File: src/flash_host_pkg.sv
`default_nettype none
package flash_host_pkg;
   localparam int CLK_NS = 4;
   localparam int ADDR_W = 19;
   localparam int DATA_W = 8;
   localparam int T_WP_NS = 50;
   localparam int T_WPH_NS = 35;
   localparam int T_ACC_NS = 120;
   localparam int T_DF_NS = 50;
   localparam int SYNC_STAGES = 2;
   localparam int WP_CYC = (T_WP_NS + CLK_NS - 1) / CLK_NS;
   localparam int WPH_CYC = (T_WPH_NS + CLK_NS - 1) / CLK_NS;
   localparam int ACC_CYC = (T_ACC_NS + CLK_NS - 1) / CLK_NS + SYNC_STAGES;
   localparam int DF_CYC = (T_DF_NS + CLK_NS - 1) / CLK_NS;
   localparam int BYTE_PROGRAM_DURATION_US = 20;
   localparam int SECTOR_ERASE_DURATION_MS = 10;
   localparam int BYTE_PROGRAM_CYC = BYTE_PROGRAM_DURATION_US * 1000 / CLK_NS;
   localparam int SECTOR_ERASE_CYC = SECTOR_ERASE_DURATION_MS * 1000000 / CLK_NS;
   localparam logic [18:0] UNLOCK_ADDR1 = 19'h05555;
   localparam logic [18:0] UNLOCK_ADDR2 = 19'h02aaa;
   localparam logic [7:0] UNLOCK_DATA1 = 8'haa;
   localparam logic [7:0] UNLOCK_DATA2 = 8'h55;
   localparam logic [7:0] PROGRAM_SETUP_CODE = 8'ha0;
   localparam logic [7:0] ERASE_SETUP_CODE = 8'h80;
   localparam logic [7:0] SECTOR_ERASE_CODE = 8'h30;
   localparam logic [2:0] PROG_STEPS = 3'h4;
   localparam logic [2:0] ERASE_STEPS = 3'h6;
   localparam int POLL_BIT = 7;
   localparam int TOGGLE_BIT = 6;
   typedef enum logic [1:0] {op_read, op_program, op_erase} op_t;
   typedef struct packed {
      logic [ADDR_W-1:0] addr;
      logic [DATA_W-1:0] data;
   } bus_word_t;
   typedef struct packed {
      op_t op;
      logic [ADDR_W-1:0] addr;
      logic [DATA_W-1:0] data;
   } host_req_t;
   typedef struct packed {
      logic [DATA_W-1:0] data;
      logic timeout;
   } host_rsp_t;
   typedef struct packed {
      logic [ADDR_W-1:0] addr;
      logic [DATA_W-1:0] data;
      logic dq_oe;
      logic cs_n;
      logic og_n;
      logic ws_n;
   } pin_out_t;
endpackage
`default_nettype wire

File: src/flash_host.sv
// What this block does
// - read only while chip_select_n and output_gate_n are both low
// - write_strobe_n high before and throughout every read
// - byte program: two unlock writes, setup write, then location and byte
// - write timed by write_strobe_n and chip_select_n together, both dropped and raised in the same cycle
// - sector erase: unlock, setup, unlock, erase code at sector location
// - host does not erase before programming; caller erases the sector first
// - erase completion read back via bit 7 and bit 6 together (bit 6 steady, bit 7 as expected)
`timescale 1ns/100ps
`default_nettype none
module flash_host import flash_host_pkg::*; #(
   parameter logic [21:0] PROG_LIMIT = 22'(BYTE_PROGRAM_CYC),
   parameter logic [21:0] ERASE_LIMIT = 22'(SECTOR_ERASE_CYC)
) (
   input wire logic sys_clk, // system clock
   input wire logic rst, // sync reset, active high
   input wire logic req_valid, // request offered
   input wire host_req_t req, // operation, location, byte
   output logic req_ready, // idle, request taken
   output logic rsp_valid, // one-cycle completion pulse
   output host_rsp_t rsp, // byte read and timeout flag
   output logic [ADDR_W-1:0] flash_addr, // address pins
   output logic [DATA_W-1:0] flash_dq_out, // data pins, driven value
   output logic flash_dq_oe, // data pins driven
   input wire logic [DATA_W-1:0] flash_dq_in, // data pins, sensed value
   output logic chip_select_n, // chip select strobe
   output logic output_gate_n, // output gate strobe
   output logic write_strobe_n // write strobe
);
   typedef enum logic [2:0] {st_idle, st_wr_low, st_wr_high, st_rd_low, st_rd_high} state_t;

   logic [DATA_W-1:0] dq_meta;
   logic [DATA_W-1:0] dq_sync;
   state_t state, next_state;
   host_req_t cur, next_cur;
   logic [2:0] step, next_step;
   logic [7:0] cnt, next_cnt;
   logic [21:0] wait_cnt, next_wait_cnt;
   logic [DATA_W-1:0] rd_byte, next_rd_byte;
   logic [DATA_W-1:0] prev_byte, next_prev_byte;
   logic have_prev, next_have_prev;
   pin_out_t pins, next_pins;
   logic next_req_ready;
   logic next_rsp_valid;
   host_rsp_t next_rsp;
   logic expect7;
   logic [21:0] limit;
   logic [2:0] last_step;
   bus_word_t wr_word;

   function automatic bus_word_t seq_word(input op_t op, input logic [2:0] s, input host_req_t r);
      bus_word_t w;
      w = '{addr: UNLOCK_ADDR1, data: UNLOCK_DATA1};
      if (s == 3'h1 || s == 3'h4) begin
         w = '{addr: UNLOCK_ADDR2, data: UNLOCK_DATA2};
      end else if (s == 3'h2) begin
         w.data = (op == op_program) ? PROGRAM_SETUP_CODE : ERASE_SETUP_CODE;
      end else if (s == 3'h3 && op == op_program) begin
         w = '{addr: r.addr, data: r.data}; // caller erases the sector first
      end else if (s == 3'h5) begin
         w = '{addr: r.addr, data: SECTOR_ERASE_CODE};
      end
      return w;
   endfunction

   function automatic pin_out_t write_pins(input bus_word_t w);
      return '{addr: w.addr, data: w.data, dq_oe: 1'b1, cs_n: 1'b0, og_n: 1'b1, ws_n: 1'b0};
   endfunction

   always_ff @(posedge sys_clk) begin
      dq_meta <= flash_dq_in;
      dq_sync <= dq_meta;
   end

   assign expect7 = (cur.op == op_program) ? cur.data[POLL_BIT] : 1'b1;
   assign limit = (cur.op == op_program) ? PROG_LIMIT : ERASE_LIMIT;
   assign last_step = (cur.op == op_program) ? PROG_STEPS - 3'h1 : ERASE_STEPS - 3'h1;
   assign wr_word = seq_word(cur.op, step + 3'h1, cur);

   always_comb begin
      next_state = state;
      next_cur = cur;
      next_step = step;
      next_cnt = cnt + 8'h1;
      next_wait_cnt = (wait_cnt < limit) ? wait_cnt + 22'h1 : wait_cnt;
      next_rd_byte = rd_byte;
      next_prev_byte = prev_byte;
      next_have_prev = have_prev;
      next_pins = pins;
      next_req_ready = req_ready;
      next_rsp_valid = 1'b0;
      next_rsp = rsp;
      case (state)
         st_idle: begin
            next_cnt = 8'h0;
            next_req_ready = 1'b1;
            if (req_valid && req_ready) begin
               next_cur = req;
               next_req_ready = 1'b0;
               next_step = 3'h0;
               next_have_prev = 1'b0;
               next_wait_cnt = 22'h0;
               if (req.op == op_read) begin
                  next_pins = '{addr: req.addr, data: pins.data, dq_oe: 1'b0, cs_n: 1'b0, og_n: 1'b0, ws_n: 1'b1};
                  next_state = st_rd_low;
               end else begin
                  next_pins = write_pins(seq_word(req.op, 3'h0, req));
                  next_state = st_wr_low;
               end
            end
         end
         st_wr_low: begin
            if (cnt == 8'(WP_CYC - 1)) begin
               next_pins.cs_n = 1'b1;
               next_pins.ws_n = 1'b1;
               next_cnt = 8'h0;
               next_state = st_wr_high;
            end
         end
         st_wr_high: begin
            next_pins.dq_oe = 1'b0;
            next_wait_cnt = 22'h0;
            if (cnt == 8'(WPH_CYC - 1)) begin
               next_cnt = 8'h0;
               if (step == last_step) begin
                  next_pins = '{addr: cur.addr, data: pins.data, dq_oe: 1'b0, cs_n: 1'b0, og_n: 1'b0, ws_n: 1'b1};
                  next_state = st_rd_low;
               end else begin
                  next_step = step + 3'h1;
                  next_pins = write_pins(wr_word);
                  next_state = st_wr_low;
               end
            end
         end
         st_rd_low: begin
            if (cnt == 8'(ACC_CYC - 1)) begin
               next_rd_byte = dq_sync;
               next_pins.cs_n = 1'b1;
               next_pins.og_n = 1'b1;
               next_cnt = 8'h0;
               next_state = st_rd_high;
            end
         end
         default: begin
            if (cnt == 8'(DF_CYC - 1)) begin
               next_cnt = 8'h0;
               if (cur.op == op_read || (have_prev && rd_byte[TOGGLE_BIT] == prev_byte[TOGGLE_BIT]
                   && rd_byte[POLL_BIT] == expect7) || wait_cnt >= limit) begin
                  next_rsp_valid = 1'b1;
                  next_rsp = '{data: rd_byte, timeout: cur.op != op_read && wait_cnt >= limit};
                  next_req_ready = 1'b1;
                  next_state = st_idle;
               end else begin
                  next_have_prev = 1'b1;
                  next_prev_byte = rd_byte;
                  next_pins.cs_n = 1'b0;
                  next_pins.og_n = 1'b0;
                  next_state = st_rd_low;
               end
            end
         end
      endcase
   end

   always_ff @(posedge sys_clk) begin
      if (rst) begin
         state <= st_idle;
         cur <= '0;
         step <= 3'h0;
         cnt <= 8'h0;
         wait_cnt <= 22'h0;
         rd_byte <= '0;
         prev_byte <= '0;
         have_prev <= 1'b0;
         pins <= '{addr: '0, data: '0, dq_oe: 1'b0, cs_n: 1'b1, og_n: 1'b1, ws_n: 1'b1};
         req_ready <= 1'b0;
         rsp_valid <= 1'b0;
         rsp <= '0;
      end else begin
         state <= next_state;
         cur <= next_cur;
         step <= next_step;
         cnt <= next_cnt;
         wait_cnt <= next_wait_cnt;
         rd_byte <= next_rd_byte;
         prev_byte <= next_prev_byte;
         have_prev <= next_have_prev;
         pins <= next_pins;
         req_ready <= next_req_ready;
         rsp_valid <= next_rsp_valid;
         rsp <= next_rsp;
      end
   end

   assign flash_addr = pins.addr;
   assign flash_dq_out = pins.data;
   assign flash_dq_oe = pins.dq_oe;
   assign chip_select_n = pins.cs_n;
   assign output_gate_n = pins.og_n;
   assign write_strobe_n = pins.ws_n;
endmodule
`default_nettype wire

File: config.mk
export PLATFORM = sky130hd
export DESIGN_NAME = flash_host
export DESIGN_NICKNAME = d
export VERILOG_FILES = /design/src/flash_host_pkg.sv /design/src/flash_host.sv
export SDC_FILE = /design/constraint.sdc
export NUM_CORES = 1
export LEC_CHECK = 0
export BUFFER_PORTS_ARGS = -buffer_cell sky130_fd_sc_hd__buf_2
export CORE_MARGIN = 1
export CORE_UTILIZATION = 55
export CTS_BUF_LIST = sky130_fd_sc_hd__clkbuf_4 sky130_fd_sc_hd__clkbuf_8 sky130_fd_sc_hd__clkbuf_16
export DETAILED_ROUTE_END_ITERATION = 16
export GPL_ROUTABILITY_DRIVEN = 0
export HOLD_SLACK_MARGIN = 0.06
export PLACE_DENSITY_LB_ADDON = 0.2
export SLEW_MARGIN = 30
export SYNTH_ARGS = -nofsm -noshare
export SYNTH_HDL_FRONTEND = slang
export SYNTH_SLANG_ARGS = --single-unit
File: constraint.sdc
create_clock -name sys_clk -period 4 [get_ports sys_clk]
set_clock_uncertainty 0.05 [all_clocks]
set_input_delay 0 -clock sys_clk [delete_from_list [all_inputs] [get_ports sys_clk]]
set_output_delay 0 -clock sys_clk [all_outputs]
set_load 0.03 [all_outputs]
==> impl_results.md <==
- Net switching power: 1.34 mW
- Floorplan row count: 36
- Total power divided by cell area: 542 mW/mm²
- Maximum fanout along the worst path: 11
- Placeable core region: 0.00991 mm²
- Internal power consumption: 2.67 mW
- Worst path setup slack after routing: 1.06 ns
- Post-detailed-route count of antenna-violating nets: 0
- Maximum clock rate: 0.340 GHz
- Total die area: 0.0108 mm²
- Fraction of layout cells with a size suffix above 1: 0.165
- Met3 GRT Util: 0.0812
- Port Buffer Count: 81
- Root buf cell: sky130_fd_sc_hd__clkbuf_8
- Antenna Cells: 0
- DRC: 0
- Number of buffers created by CTS: 17
- Endpoint with the worst hold slack: cur[6]$_SDFFE_PP0P_
- Die height: 104 µm
- Effective utilization at floorplan: 0.575
- Post-layout net count: 865
- Post-synthesis instance total: 676
- Share of the clock period used by the worst path after layout: 0.734
- Peak supply drop: 0.366 mV
- Power consumption: 4.01 mW
- Total number of vias: 5,510
- Overall global routing resource usage: 0.292
- Count of warnings emitted by yosys: 0
- Worst setup slack for register-to-register paths: 1.06 ns
- Pre-CTS setup slack: 1.10 ns
- Ports: 82
- CP endpoint kind: flop
- Destination of the worst register-to-register timing path: wait_cnt[18]$_SDFF_PP0_
- Flip-flop cell with the highest count after synthesis: sky130_fd_sc_hd__dfxtp_1
- Number of buffers inserted to repair setup after CTS: 0
- Total detailed-routing wirelength: 15.6 mm
- Setup repair after global routing missed its margin: no
- CTS tree: done
- Maximum buffer depth of the clock tree: 2
- Post-Synthesis Cell Area: 0.00569 mm²
- Critical Path Source Type: flop
- Number of optimization iterations in the first detailed-route pass: 8
- Leak pwr: 2.96 nW
- Initial antenna violation count: 0
- Cell chain of the critical path: nor2b_4, inv_2, ha_1, nor3_1, a2111oi_0, o21ai_1, a211o_1, nand3_1, or3_1, a21oi_1
- Yosys reg bits: 133
- Initial detailed-routing violation count: 497
- Largest net degree at the start of global routing: 46
- GRT Residual Overflow: 0
- Post-layout min period: 2.94 ns
- Synth async-reset ratio: 0
- Class of the worst hold path: primary input to flop
- Post-detail-place hpwl: 9.27 mm
- Mean instance size in the synthesized netlist: 8.42 µm²
- WS Path Type: flop to flop
- Arrival @ worst endpoint: 3.35 ns
- Portion of total power attributed to the clock network: 0.374
- Highest-delay cell along the critical path: sky130_fd_sc_hd__or3_1
- Cell count of the worst hold path: 4
- CP required: 4.41 ns
- Portion of total power attributed to combinational logic: 0.229
- Number of cells on the worst reg-to-reg path: 10
- Unique cell type count in the Yosys netlist: 64
- Worst min-delay path startpoint: req[6]
- Area overhead of the layout relative to synthesis: 29.7%
- Busiest metal layer after global routing: met2
- Number of violations of the max-capacitance limit: 0
- Number of global-route vias before repair: 5,311
- Sum of negative setup slack: 0 ns
- Clk pin slew, worst setup/hold paths: 0.06 ns
- Fraction of the core area covered by cells at the end of the flow: 0.745
- # clock sinks: 133
- Actual slew at the worst max-slew pin: 0.920 ns
- Met2 Track Usage GR: 0.493
- Register area share after synthesis: 0.468
- Max-slew violation count: 0
- Drt wl/cell: 16.2 µm
- Net count after synthesis: 726
- Run status: finished, final reports clean
- Worst stage delay on the critical path: 0.42 ns
- First-pass GRT wire length: 25.1 mm
- Sw Share: 0.334
- Clock latency of the later-clocked register in the worst-skew pair: 0.54 ns
- Number of levels in the clock H-tree: 4
- Portion of total power attributed to sequential cells: 0.397
- Final setup fails: 0
- Avg Vias per Cell: 5.73
- Routing usage on met1: 0.360
- Launching point of the worst reg2reg path: cur[27]$_SDFFE_PP0P_
- Final Hold Vio Count: 0
- Die width: 104 µm
- Post-synth EDFFs: 0
- Headroom to the max-slew limit: 0.382
[layout by cell type (no fill, tap or decap), types with 3 or more instances in the layout]
| master | synthesis | layout |
|---|---|---|
| sky130_fd_sc_hd__a211oi_1 | 10 | 10 |
| sky130_fd_sc_hd__a21oi_1 | 69 | 69 |
| sky130_fd_sc_hd__a221oi_1 | 9 | 9 |
| sky130_fd_sc_hd__a311oi_1 | 3 | 3 |
| sky130_fd_sc_hd__a31oi_1 | 4 | 4 |
| sky130_fd_sc_hd__and2_1 | 5 | 5 |
| sky130_fd_sc_hd__buf_2 | 6 | 81 |
| sky130_fd_sc_hd__buf_4 | 1 | 6 |
| sky130_fd_sc_hd__clkbuf_16 | 0 | 16 |
| sky130_fd_sc_hd__clkinv_4 | 0 | 3 |
| sky130_fd_sc_hd__clkinvlp_4 | 0 | 3 |
| sky130_fd_sc_hd__dfxtp_1 | 133 | 133 |
| sky130_fd_sc_hd__dlygate4sd3_1 | 0 | 67 |
| sky130_fd_sc_hd__ha_1 | 10 | 10 |
| sky130_fd_sc_hd__inv_1 | 11 | 11 |
| sky130_fd_sc_hd__inv_6 | 0 | 4 |
| sky130_fd_sc_hd__mux2i_1 | 22 | 22 |
| sky130_fd_sc_hd__nand2_1 | 109 | 109 |
| sky130_fd_sc_hd__nand2b_1 | 3 | 3 |
| sky130_fd_sc_hd__nand3_1 | 15 | 15 |
| sky130_fd_sc_hd__nand4_1 | 10 | 10 |
| sky130_fd_sc_hd__nor2_1 | 96 | 95 |
| sky130_fd_sc_hd__nor2b_1 | 4 | 3 |
| sky130_fd_sc_hd__nor3_1 | 25 | 25 |
| sky130_fd_sc_hd__nor4_1 | 11 | 11 |
| sky130_fd_sc_hd__o211ai_1 | 4 | 4 |
| sky130_fd_sc_hd__o21ai_0 | 17 | 17 |
| sky130_fd_sc_hd__or3_1 | 10 | 10 |
| sky130_fd_sc_hd__xnor2_1 | 6 | 6 |
| sky130_fd_sc_hd__xor2_1 | 12 | 12 |
[cell type report]
cell class	count	area (µm²)
Timing Repair Buffer	154	1120
Fill cell	724	2530
Tap cell	133	166
Clock inverter	14	141
Inverter	12	45.0
Sequential cell	133	2660
Clock buffer	18	428
Multi-Input combinational cell	497	2820
[registers in the layout, indices dropped and copies added, names as in the netlist, 3 cells and up]
signal	count
wait_cnt	22
rd_byte	8
step	3
rsp	9
dq_sync	8
state	3
dq_meta	8
flash_dq_out	8
cur	29
cnt	8
flash_addr	19
[worst max-delay path, delay by kind of cell (launching register included)]
kind / cells / cell delay (ns)
AND/OR/NAND/NOR: 4 / 1.25
adder cells (fa/ha/maj): 1 / 0.22
buffers and inverters: 1 / 0.10
AO/OA/AOI/OAI: 4 / 0.83
flip-flops: 1 / 0.40
[power by group through the flow]
stage | logic (mW) | registers, mW | clock network [mW]
after global routing | 1.00 | 1.61 | 1.57
after CTS | 0.898 | 1.58 | 1.50
after floorplan | 0.529 | 1.69 | 0
after detailed placement | 0.818 | 1.61 | 0
final | 0.916 | 1.59 | 1.50
after global placement | 0.795 | 1.60 | 0
[kinds of logic after synthesis]
| logic type | synth area share |
|---|---|
| AOI/OAI and AO/OA | 0.161 |
| DFF | 0.468 |
| buffers and inverters | 0.0382 |
| and+or+nand+nor | 0.245 |
| adders and majority gates | 0.0220 |
| muxes | 0.0387 |
| xor gates and xnor gates | 0.0277 |
[worst max path at each step]
| stage | start | to | slack [ns] | depth (start not counted) |
|---|---|---|---|---|
| after CTS | cur[27]$_SDFFE_PP0P_ | wait_cnt[18]$_SDFF_PP0_ | 1.12 | 10 |
| after detailed placement | cur[27]$_SDFFE_PP0P_ | wait_cnt[18]$_SDFF_PP0_ | 1.10 | 10 |
| after global placement | cur[27]$_SDFFE_PP0P_ | wait_cnt[12]$_SDFF_PP0_ | 1.35 | 10 |
| final | cur[27]$_SDFFE_PP0P_ | wait_cnt[18]$_SDFF_PP0_ | 1.06 | 10 |
| after global routing | cur[27]$_SDFFE_PP0P_ | wait_cnt[17]$_SDFF_PP0_ | 0.78 | 10 |
| after floorplan | cur[27]$_SDFFE_PP0P_ | wait_cnt[6]$_SDFF_PP0_ | 1.50 | 10 |
[synthesized netlist by cell type (4+ instances only)]
master | number | area share
sky130_fd_sc_hd__a211oi_1 | 10 | 0.013
sky130_fd_sc_hd__o21ai_0 | 17 | 0.015
sky130_fd_sc_hd__dfxtp_1 | 133 | 0.47
sky130_fd_sc_hd__o211ai_1 | 4 | 0.0053
sky130_fd_sc_hd__a221oi_1 | 9 | 0.014
sky130_fd_sc_hd__mux2i_1 | 22 | 0.039
sky130_fd_sc_hd__buf_2 | 6 | 0.0053
sky130_fd_sc_hd__nand4_1 | 10 | 0.011
sky130_fd_sc_hd__buf_6 | 4 | 0.0079
sky130_fd_sc_hd__nor3_1 | 25 | 0.022
sky130_fd_sc_hd__nand3_1 | 15 | 0.013
sky130_fd_sc_hd__and2_1 | 5 | 0.0055
sky130_fd_sc_hd__clkbuf_1 | 21 | 0.014
sky130_fd_sc_hd__xor2_1 | 12 | 0.018
sky130_fd_sc_hd__nor2_1 | 96 | 0.063
sky130_fd_sc_hd__nand2_1 | 109 | 0.072
sky130_fd_sc_hd__nor2b_1 | 4 | 0.0044
sky130_fd_sc_hd__a21oi_1 | 69 | 0.061
sky130_fd_sc_hd__ha_1 | 10 | 0.022
sky130_fd_sc_hd__xnor2_1 | 6 | 0.0092
sky130_fd_sc_hd__or3_1 | 10 | 0.011
sky130_fd_sc_hd__nor4_1 | 11 | 0.012
sky130_fd_sc_hd__a31oi_1 | 4 | 0.0044
sky130_fd_sc_hd__inv_1 | 11 | 0.0073
[metal layers]
metal  wire (µm)  up-vias
li1            -     2642
met1        6530     2593
met2        7620      245
met3        1130       30
met4         265        0
met5           0        -
[what timing repair did]
| action | CTS | global route |
|---|---|---|
| resized for setup | 0 | 0 |
| hold buffers | 67 | 0 |
| hold endpoints to repair | 64 | 0 |
[metrics by stage]
stage,area [µm²],instances,hold slack (ns)
2_1_floorplan,5690,676,-0.0223
3_3_place_gp,6140,862,0.0517
3_5_place_dp,6140,862,0.0544
4_1_cts,7380,961,0.198
5_1_grt,7380,961,0.239
6_report,7380,961,0.218
(Power assumes the default switching activity.)
